`config.mk`:
```
export PLATFORM = sky130hd
export DESIGN_NAME = lpms_sequencer
export DESIGN_NICKNAME = d
export VERILOG_FILES = /design/src/shared/lpms_pkg.sv /design/src/rtl/lpms_pin_sync.sv /design/src/rtl/lpms_sequencer.sv
export SDC_FILE = /design/constraint.sdc
export NUM_CORES = 1
export LEC_CHECK = 0
export BUFFER_PORTS_ARGS = -buffer_cell sky130_fd_sc_hd__buf_2
export CAP_MARGIN = 25
export CORE_ASPECT_RATIO = 0.8
export CORE_MARGIN = 2
export CORE_UTILIZATION = 50
export DETAILED_ROUTE_END_ITERATION = 8
export PLACE_DENSITY = 0.79
export SYNTH_ARGS = -nofsm -noshare
export SYNTH_HDL_FRONTEND = slang
export SYNTH_SLANG_ARGS = --single-unit
```
`constraint.sdc`:
```
create_clock -name sys_clk -period 2.2 [get_ports sys_clk]
set_clock_uncertainty 0.1 [all_clocks]
set_input_delay 0.55 -clock sys_clk [delete_from_list [all_inputs] [get_ports sys_clk]]
set_output_delay 0.55 -clock sys_clk [all_outputs]
set_load 0.02 [all_outputs]
```
`src/shared/lpms_pkg.sv`:
```
/*
  lpms_pkg: shared constants for the low power mode sequencer.
  Assumes a single sys_clk domain at 20 MHz and a plain register port.
*/
`default_nettype none
package lpms_pkg;

  // sequencer states
  typedef enum logic [2:0] {
    LPMS_OFF    = 3'b000,
    LPMS_DEEP   = 3'b001,
    LPMS_SLEEP  = 3'b010,
    LPMS_WAKEUP = 3'b011,
    LPMS_ON     = 3'b100
  } lpms_state_e;

  // operating mode reported to software, three modes only
  localparam logic [1:0] MODE_ACTIVE = 2'h0;
  localparam logic [1:0] MODE_SLEEP  = 2'h1;
  localparam logic [1:0] MODE_DEEP   = 2'h2;

  // register offsets
  localparam logic [3:0] REG_CTRL    = 4'h0;
  localparam logic [3:0] REG_CLKEN   = 4'h1;
  localparam logic [3:0] REG_STATUS  = 4'h2;
  localparam logic [3:0] REG_IRQ_ST  = 4'h3;
  localparam logic [3:0] REG_IRQ_CLR = 4'h4;
  localparam logic [3:0] REG_IRQ_EN  = 4'h5;
  localparam logic [3:0] REG_RETAIN  = 4'h6;

  // control fields
  localparam int CTRL_SLEEP_REQ = 0;
  localparam int CTRL_DEEP_REQ  = 1;
  localparam int CTRL_PAD_HOLD  = 2;

  // interrupt status fields
  localparam int IRQ_WAKE = 0;
  localparam int IRQ_ON   = 1;
  localparam int IRQ_DEEP = 2;

  // widths and reset values
  localparam int          NUM_BLK     = 8;
  localparam int          NUM_WAKE    = 4;
  localparam int          NUM_PAD     = 17;
  localparam logic [7:0]  CLKEN_RST   = 8'hff;
  localparam logic [2:0]  CTRL_RST    = 3'h0;
  localparam logic [2:0]  IRQ_EN_RST  = 3'h0;

  // synchroniser depth for pins
  localparam int SYNC_DEPTH = 3;

  // wakeup settle timeout: time in ns and derived cycles
  localparam int CLK_PERIOD_NS   = 50;
  localparam int WAKE_TMO_NS     = 100000;
  localparam int WAKE_TMO_CYC    = WAKE_TMO_NS / CLK_PERIOD_NS;

endpackage : lpms_pkg
`default_nettype wire

```
`src/rtl/lpms_pin_sync.sv`:
```
/*
  lpms_pin_sync: three-stage pin synchroniser with agreement filter.
  Assumes the pin is asynchronous to sys_clk.
*/
`timescale 1ns/1ps
`default_nettype none
module lpms_pin_sync #(
  parameter logic RST_VAL = 1'b0
) (
  input  wire logic sys_clk,
  input  wire logic rst_n,
  input  wire logic pin_in,
  output var  logic level_out
);

  logic [2:0] sync_ff;
  logic       level_ff;
  logic       nxt_level;

  // stage 1 feeds only stage 2
  always_ff @(posedge sys_clk) begin
    if (!rst_n) begin
      sync_ff <= {3{RST_VAL}};
    end else begin
      sync_ff <= {sync_ff[1:0], pin_in};
    end
  end

  // accept a change once stages two and three agree
  assign nxt_level = (sync_ff[1] == sync_ff[2]) ? sync_ff[2] : level_ff;

  always_ff @(posedge sys_clk) begin
    if (!rst_n) begin
      level_ff <= RST_VAL;
    end else begin
      level_ff <= nxt_level;
    end
  end

  assign level_out = level_ff;

endmodule : lpms_pin_sync
`default_nettype wire

```
`src/rtl/lpms_sequencer.sv`:
```
/*
  lpms_sequencer: power mode sequencer (off, deep-sleep, sleep, wakeup, on),
  clock enables, cpu wait gating, pad hold and a small register file.
  Assumes a 20 MHz sys_clk, synchronous rst_n, and a plain register port.
*/
// The address-and-strobe port and the placing of the registers are this design's own decisions.
// Operation
// - chip enable low: off, rtc off, cleared
// - deep-sleep keeps only rtc domain and retention
// - sleep: rtc runs, crystal enable low
// - any wake source enters wakeup from sleep
// - wakeup enables crystal and plls, then on
// - on: fast clock gated by per-block enables
// - wait instruction gates cpu clock alone
// - exactly three modes: active, sleep, deep
// - pad output enables held low when down and pad hold is set
// - external reset input is active low
`timescale 1ns/1ps
`default_nettype none
module lpms_sequencer (
  input  wire logic        sys_clk,
  input  wire logic        rst_n,
  input  wire logic        chip_power_up_pin,
  input  wire logic        external_reset_n,
  input  wire logic        wake_mac,
  input  wire logic        wake_host,
  input  wire logic        wake_rtc_timer,
  input  wire logic        wake_ext_irq,
  input  wire logic        xtal_stable,
  input  wire logic        pll_locked,
  input  wire logic        wait_for_interrupt_instr,
  input  wire logic        cpu_irq_pending,
  input  wire logic [16:0] pad_oe_in,
  input  wire logic [3:0]  reg_addr,
  input  wire logic [31:0] reg_wdata,
  input  wire logic        reg_wr,
  input  wire logic        reg_rd,
  output var  logic [31:0] reg_rdata,
  output var  logic        rtc_power_en,
  output var  logic        core_power_en,
  output var  logic        xtal_en,
  output var  logic        pll_en,
  output var  logic        hs_clk_run,
  output var  logic [7:0]  blk_clk_en,
  output var  logic        cpu_clk_en,
  output var  logic [16:0] pad_oe_out,
  output var  logic [1:0]  op_mode,
  output var  logic        deep_sleep_wake_output,
  output var  logic        irq
);

  lpms_pkg::lpms_state_e state_ff;
  lpms_pkg::lpms_state_e nxt_state;

  logic        chip_up;
  logic        ext_rst_lvl;
  logic        chip_rst;
  logic [2:0]  ctrl_ff;
  logic [7:0]  clken_ff;
  logic [2:0]  irq_st_ff;
  logic [2:0]  irq_en_ff;
  logic [31:0] retain_ff;
  logic        cpu_wait_ff;
  logic        nxt_cpu_wait;
  logic        released_ff;
  logic [31:0] reg_rdata_ff;
  logic [31:0] nxt_rdata;
  logic [3:0]  wake_vec;
  logic        any_wake;
  logic        osc_ok;
  logic [2:0]  irq_set;
  logic        wr_ctrl;
  logic        wr_clken;
  logic        wr_clr;
  logic        wr_en;
  logic        wr_retain;
  logic [2:0]  ctrl_clean;

  // pin synchronisers; chip enable and reset start low
  lpms_pin_sync #(.RST_VAL(1'b0)) u_sync_pu (
    .sys_clk   (sys_clk),
    .rst_n     (rst_n),
    .pin_in    (chip_power_up_pin),
    .level_out (chip_up)
  );

  lpms_pin_sync #(.RST_VAL(1'b0)) u_sync_rst (
    .sys_clk   (sys_clk),
    .rst_n     (rst_n),
    .pin_in    (external_reset_n),
    .level_out (ext_rst_lvl)
  );

  // chip-level clear: chip enable low or external reset low
  assign chip_rst = !chip_up || !ext_rst_lvl;

  // wake source synchronisers, one per source
  genvar gi;
  for (gi = 0; gi < lpms_pkg::NUM_WAKE; gi++) begin : g_wake
    lpms_pin_sync #(.RST_VAL(1'b0)) u_sync_wake (
      .sys_clk   (sys_clk),
      .rst_n     (rst_n),
      .pin_in    ((gi == 0) ? wake_mac : (gi == 1) ? wake_host :
                  (gi == 2) ? wake_rtc_timer : wake_ext_irq),
      .level_out (wake_vec[gi])
    );
  end

  assign any_wake = |wake_vec;
  assign osc_ok   = xtal_stable && pll_locked;

  // register write decode
  assign wr_ctrl   = reg_wr && (reg_addr == lpms_pkg::REG_CTRL);
  assign wr_clken  = reg_wr && (reg_addr == lpms_pkg::REG_CLKEN);
  assign wr_clr    = reg_wr && (reg_addr == lpms_pkg::REG_IRQ_CLR);
  assign wr_en     = reg_wr && (reg_addr == lpms_pkg::REG_IRQ_EN);
  assign wr_retain = reg_wr && (reg_addr == lpms_pkg::REG_RETAIN);

  // sleep requests are one-shot: cleared once the state is entered
  assign ctrl_clean = {ctrl_ff[lpms_pkg::CTRL_PAD_HOLD], 2'b00};

  // state transitions
  always_comb begin
    nxt_state = state_ff;
    case (state_ff)
      lpms_pkg::LPMS_OFF: begin
        nxt_state = lpms_pkg::LPMS_WAKEUP;
      end
      lpms_pkg::LPMS_DEEP: begin
        nxt_state = lpms_pkg::LPMS_DEEP; // left only through rst_n or chip-level clear
      end
      lpms_pkg::LPMS_SLEEP: begin
        if (any_wake) begin
          nxt_state = lpms_pkg::LPMS_WAKEUP;
        end
      end
      lpms_pkg::LPMS_WAKEUP: begin
        if (osc_ok) begin
          nxt_state = lpms_pkg::LPMS_ON;
        end
      end
      lpms_pkg::LPMS_ON: begin
        if (ctrl_ff[lpms_pkg::CTRL_DEEP_REQ]) begin
          nxt_state = lpms_pkg::LPMS_DEEP;
        end else if (ctrl_ff[lpms_pkg::CTRL_SLEEP_REQ]) begin
          nxt_state = lpms_pkg::LPMS_SLEEP;
        end
      end
      default: begin
        nxt_state = lpms_pkg::LPMS_OFF;
      end
    endcase
  end

  // state register; chip-level clear forces off
  always_ff @(posedge sys_clk) begin
    if (!rst_n || chip_rst) begin
      state_ff <= lpms_pkg::LPMS_OFF;
    end else begin
      state_ff <= nxt_state;
    end
  end

  // control and clock enable registers
  always_ff @(posedge sys_clk) begin
    if (!rst_n || chip_rst) begin
      ctrl_ff  <= lpms_pkg::CTRL_RST;
      clken_ff <= lpms_pkg::CLKEN_RST;
    end else begin
      if (wr_ctrl) begin
        ctrl_ff <= reg_wdata[2:0];
      end else if (state_ff != lpms_pkg::LPMS_ON) begin
        ctrl_ff <= ctrl_clean;
      end
      if (wr_clken) begin
        clken_ff <= reg_wdata[7:0];
      end
    end
  end

  // retention word survives deep-sleep and external reset, cleared only by rst_n or chip enable low
  always_ff @(posedge sys_clk) begin
    if (!rst_n || !chip_up) begin
      retain_ff <= 32'h0000_0000;
    end else if (wr_retain) begin
      retain_ff <= reg_wdata;
    end
  end

  // interrupt events: entered wakeup, entered on, entered deep-sleep
  assign irq_set[lpms_pkg::IRQ_WAKE] = (nxt_state == lpms_pkg::LPMS_WAKEUP) &&
                                       (state_ff != lpms_pkg::LPMS_WAKEUP);
  assign irq_set[lpms_pkg::IRQ_ON]   = (nxt_state == lpms_pkg::LPMS_ON) &&
                                       (state_ff != lpms_pkg::LPMS_ON);
  assign irq_set[lpms_pkg::IRQ_DEEP] = (nxt_state == lpms_pkg::LPMS_DEEP) &&
                                       (state_ff != lpms_pkg::LPMS_DEEP);

  // sticky status, set wins over clear
  always_ff @(posedge sys_clk) begin
    if (!rst_n || chip_rst) begin
      irq_st_ff <= 3'h0;
      irq_en_ff <= lpms_pkg::IRQ_EN_RST;
    end else begin
      irq_st_ff <= (irq_st_ff & ~(wr_clr ? reg_wdata[2:0] : 3'h0)) | irq_set;
      if (wr_en) begin
        irq_en_ff <= reg_wdata[2:0];
      end
    end
  end

  assign irq = |(irq_st_ff & irq_en_ff);

  // cpu wait gating: set by wait instruction, cleared by pending irq
  always_comb begin
    nxt_cpu_wait = cpu_wait_ff;
    if (state_ff != lpms_pkg::LPMS_ON) begin
      nxt_cpu_wait = 1'b0;
    end else if (cpu_irq_pending) begin
      nxt_cpu_wait = 1'b0;
    end else if (wait_for_interrupt_instr) begin
      nxt_cpu_wait = 1'b1;
    end
  end

  always_ff @(posedge sys_clk) begin
    if (!rst_n || chip_rst) begin
      cpu_wait_ff <= 1'b0;
    end else begin
      cpu_wait_ff <= nxt_cpu_wait;
    end
  end

  // fast clock release after oscillator and pll stable in on state
  always_ff @(posedge sys_clk) begin
    if (!rst_n || chip_rst) begin
      released_ff <= 1'b0;
    end else begin
      released_ff <= (state_ff == lpms_pkg::LPMS_ON) && osc_ok;
    end
  end

  // power, oscillator and clock outputs per state
  assign rtc_power_en  = (state_ff != lpms_pkg::LPMS_OFF);
  assign core_power_en = (state_ff == lpms_pkg::LPMS_WAKEUP) ||
                         (state_ff == lpms_pkg::LPMS_ON);
  assign xtal_en       = core_power_en;
  assign pll_en        = core_power_en;
  assign hs_clk_run    = released_ff && (state_ff == lpms_pkg::LPMS_ON);
  assign blk_clk_en    = hs_clk_run ? clken_ff : 8'h00;
  assign cpu_clk_en    = hs_clk_run && clken_ff[0] && !cpu_wait_ff;

  // deep-sleep wakeup pulls the board reset low on a wake event
  assign deep_sleep_wake_output = !((state_ff == lpms_pkg::LPMS_DEEP) && any_wake);

  // pad output enables held low while powered down when hold is set
  assign pad_oe_out = (ctrl_ff[lpms_pkg::CTRL_PAD_HOLD] && !core_power_en) ?
                      17'h00000 : pad_oe_in;

  // mode reported to software: three modes only
  always_comb begin
    case (state_ff)
      lpms_pkg::LPMS_DEEP:  op_mode = lpms_pkg::MODE_DEEP;
      lpms_pkg::LPMS_SLEEP: op_mode = lpms_pkg::MODE_SLEEP;
      default:              op_mode = lpms_pkg::MODE_ACTIVE;
    endcase
  end

  // read data selection
  always_comb begin
    case (reg_addr)
      lpms_pkg::REG_CTRL:   nxt_rdata = {29'h0, ctrl_ff};
      lpms_pkg::REG_CLKEN:  nxt_rdata = {24'h0, clken_ff};
      lpms_pkg::REG_STATUS: nxt_rdata = {24'h0, osc_ok, cpu_wait_ff, op_mode, 1'b0, state_ff};
      lpms_pkg::REG_IRQ_ST: nxt_rdata = {29'h0, irq_st_ff};
      lpms_pkg::REG_IRQ_EN: nxt_rdata = {29'h0, irq_en_ff};
      lpms_pkg::REG_RETAIN: nxt_rdata = retain_ff;
      default:              nxt_rdata = 32'h0000_0000;
    endcase
  end

  // read data valid in the cycle after the read strobe only
  always_ff @(posedge sys_clk) begin
    if (!rst_n) begin
      reg_rdata_ff <= 32'h0000_0000;
    end else begin
      reg_rdata_ff <= reg_rd ? nxt_rdata : 32'h0000_0000;
    end
  end

  assign reg_rdata = reg_rdata_ff;

endmodule : lpms_sequencer
`default_nettype wire

```
==> qor.txt <==
Run status = finished, final reports clean
Count of H-tree levels built during CTS = 3
Tot GR Track Use = 21.8%
Number of sinks on the clock net = 110
Initial antenna violation count = 0
Die boundary height = 86.2 um
DP Wirelength = 7250 um
VDD IR max = 0.417 mV
Final setup vio count = 0
Number of buffers on the longest clock path = 2
Placeable core area = 8060 um^2
First-pass GRT wire length = 15900 um
Clock transition at the register clock pins on the worst setup and hold paths after CTS = 0.10 ns
Diode count = 0
Placed cell areas = 4920 um^2
Clock buffers created by TritonCTS = 9
DIE WIDTH = 107 um
Worst Path Class, Setup = flip-flop to output pin
Worst rel slew slack = 70.0%
DRC Markers = 0
Aggregate routed wire length = 10600 um
Peak fanout along the critical path = 6
Nets = 660
Initial standard-cell utilization of the core = 52.4%
Total power per unit cell area = 648 nW/um^2
Clock root cell = sky130_fd_sc_hd__clkbuf_8
Number of nets in the synthesized netlist = 525
Vias/cell = 5.30
Total of buffers placed on input and output ports = 133
FF+latch count, synth = 110
DR pass1 iterations = 5
Worst hold-check slack = 0.237 ns
Pin count of the biggest net entering global routing = 33
Setup total negative slack = 0 ns
Part of the Yosys area used for sequential elements = 52.2%
Crit. End Element = output pin
Avg WL per Cell = 15.1 um
Hold crit path type = primary input to flip-flop
Number of instances in the synthesized netlist = 458
Leak = 2.28 nW
Die outline area = 9200 um^2
Vias in the first global route = 3387
Number of placed cells counting well taps = 682
Clock latency reported for the late side of the worst-skew pair = 0.37 ns
Clock tree from TritonCTS = done
Number of distinct library cell variants in the gate-level netlist after synthesis = 47
Peak clock frequency supported by timing = 455 MHz
Total power = 3.46 mW
Count of hold-fix buffers inserted at cts = 0
Count of fill cells added during filler insertion = 669
Worst slack at placement = 0.0118 ns
Most common cell after layout, fill and taps aside = sky130_fd_sc_hd__buf_2
Core Util, Final = 66.2%
Arrival time of data at the critical path endpoint = 1.55 ns
Number of warnings reported in the yosys synthesis log = 0
Share of the synthesized area in the top cell type = 52.2%
Data required time at the worst endpoint = 1.55 ns
IO Pins = 134
Unrepaired setup endpoints after global routing = yes
Via total after detailed routing = 3740
Cell types occupying the most area after synthesis = sky130_fd_sc_hd__dfxtp_1 (52%), sky130_fd_sc_hd__and2_1 (10%), sky130_fd_sc_hd__nand2_1 (8.5%), sky130_fd_sc_hd__a21oi_2 (3.3%), sky130_fd_sc_hd__a21oi_1 (3.1%)
Footprint of the flip-flops and latches = 2210 um^2
Post-layout instance area = 5330 um^2
Final slew viol count = 0
Number of non-filler instances in the completed layout = 705
Final hold violation count = 0
Gr ovfl total = 0
Post-DRT Antenna Nets = 0
Commonest cells after routing, fill and taps aside = sky130_fd_sc_hd__buf_2 (124), sky130_fd_sc_hd__dfxtp_1 (106), sky130_fd_sc_hd__nand2_1 (94), sky130_fd_sc_hd__and2_1 (60), sky130_fd_sc_hd__a21oi_1 (26)
Row cnt = 29
Number of design-rule violations left by the first detailed-router iteration = 244
Least-Margin Pin Slew = 0.450 ns
Library cell occupying the most area in the post-synthesis netlist = sky130_fd_sc_hd__dfxtp_1
Mapped cell area = 4220 um^2
Kind of start point of the critical path = flip-flop
Final period demand of the worst path = 2.20 ns
Average instance area after synthesis = 9.21 um^2
Number of synthesized flops with an enable pin = 0
Multi-input combinational cell area = 1950 um^2
Post-route clock period utilization = 100%
Area added between synthesis and finish = 26.3%
MaxCap Viol Count = 0
Worst setup margin = 0.000812 ns
Share of layout cells above drive strength 1 = 37.9%
Most used flip-flop cell after synthesis = sky130_fd_sc_hd__dfxtp_1
Routability congestion estimate from global placement = 0.973
Share of async-settable or async-resettable flops after synthesis = 0%
==> layer usage <==
metal	global-route usage (%)	routed length, um	vias to the layer above
met3	5.64	973	31
met1	29.2	4630	1708
met5	0	0	-
met2	35.1	4770	202
li1	-	-	1799
met4	6.26	250	0
==> cell usage after synthesis (2+ instances only) <==
cell type / instances
sky130_fd_sc_hd__clkbuf_2: 2
sky130_fd_sc_hd__nand3_1: 15
sky130_fd_sc_hd__nor2_1: 16
sky130_fd_sc_hd__and3_1: 4
sky130_fd_sc_hd__dfxtp_1: 110
sky130_fd_sc_hd__a21boi_0: 6
sky130_fd_sc_hd__buf_1: 2
sky130_fd_sc_hd__buf_4: 3
sky130_fd_sc_hd__o21ai_0: 7
sky130_fd_sc_hd__a32o_1: 2
sky130_fd_sc_hd__nand2b_1: 2
sky130_fd_sc_hd__nand2_1: 96
sky130_fd_sc_hd__a22oi_1: 3
sky130_fd_sc_hd__buf_8: 3
sky130_fd_sc_hd__a222oi_1: 4
sky130_fd_sc_hd__a32oi_1: 2
sky130_fd_sc_hd__a22o_1: 6
sky130_fd_sc_hd__nor2b_1: 5
sky130_fd_sc_hd__buf_2: 7
sky130_fd_sc_hd__mux2_2: 4
sky130_fd_sc_hd__inv_1: 3
sky130_fd_sc_hd__a21oi_1: 26
sky130_fd_sc_hd__nand4_1: 6
sky130_fd_sc_hd__nand2_2: 10
sky130_fd_sc_hd__clkbuf_1: 9
sky130_fd_sc_hd__and2_1: 69
sky130_fd_sc_hd__a21oi_2: 16
==> registers in the layout, indices dropped and copies added (netlist names), 3 cells and up <==
| name | cells |
|---|---|
| ctrl_ff | 3 |
| reg_rdata | 32 |
| g_wake.u_sync_wake.level_out | 4 |
| u_sync_pu.sync_ff | 3 |
| irq_en_ff | 3 |
| clken_ff | 8 |
| state_ff | 3 |
| g_wake.u_sync_wake.sync_ff | 12 |
| retain_ff | 32 |
| u_sync_rst.sync_ff | 3 |
| irq_st_ff | 3 |
==> final timing paths <==
| kind | startpoint | end | slack (ns) | depth (start not counted) |
|---|---|---|---|---|
| setup / recovery | state_ff[0] | pad_oe_out[7] | 0.0008 | 5 |
| hold / removal | cpu_irq_pending | cpu_wait_ff | 0.24 | 2 |
| hold reg to reg | g_wake[3].u_sync_wake.sync_ff[0] | g_wake[3].u_sync_wake.sync_ff[1] | 0.34 | 1 |
| setup reg to reg | state_ff[1] | irq_st_ff[2] | 0.52 | 5 |
==> area by class of cell <==
class / count / area share (%)
timing repair buffer: 150 / 15.4
tap: 108 / 2.53
sequential: 110 / 41.5
inverter: 3 / 0.211
clock inverter: 6 / 1.41
multi-input combinational: 319 / 36.7
clock buffer: 9 / 2.32
==> critical path, cell delays in order, from the launching register on <==
cell and delay (ns):
sky130_fd_sc_hd__dfxtp_4 0.40, sky130_fd_sc_hd__nor2b_4 0.23, sky130_fd_sc_hd__nand2_4 0.11, sky130_fd_sc_hd__nand3_4 0.13
sky130_fd_sc_hd__and2_4 0.15, sky130_fd_sc_hd__buf_2 0.16
==> power breakdown <==
| part | total (mW) | internal [mW] | leakage (nW) | switching [mW] |
|---|---|---|---|---|
| logic | 0.219 | 0.100 | 1.29 | 0.119 |
| clock network | 1.23 | 0.541 | 0.0986 | 0.689 |
| registers | 2.01 | 2.00 | 0.892 | 0.00470 |
==> cells by family (layout without fill, tap and decap cells) <==
group | count (synthesis) | in the layout | synth area share [%]
and+or+nand+nor | 236 | 238 | 29.1
AOI/OAI and AO/OA | 76 | 76 | 12.7
buffers and inverters | 31 | 168 | 4.65
DFF | 110 | 110 | 52.2
muxes | 5 | 5 | 1.30
==> repair_timing <==
item | CTS | global route
gates cloned | 0 | 2
setup endpoints to repair | 29 | 27
gates resized for setup | 13 | 30
pin swaps | 1 | 11
setup buffers | 1 | 5
hold endpoints to repair | 0 | 0
Note: power is estimated with default switching activity, not from simulation.
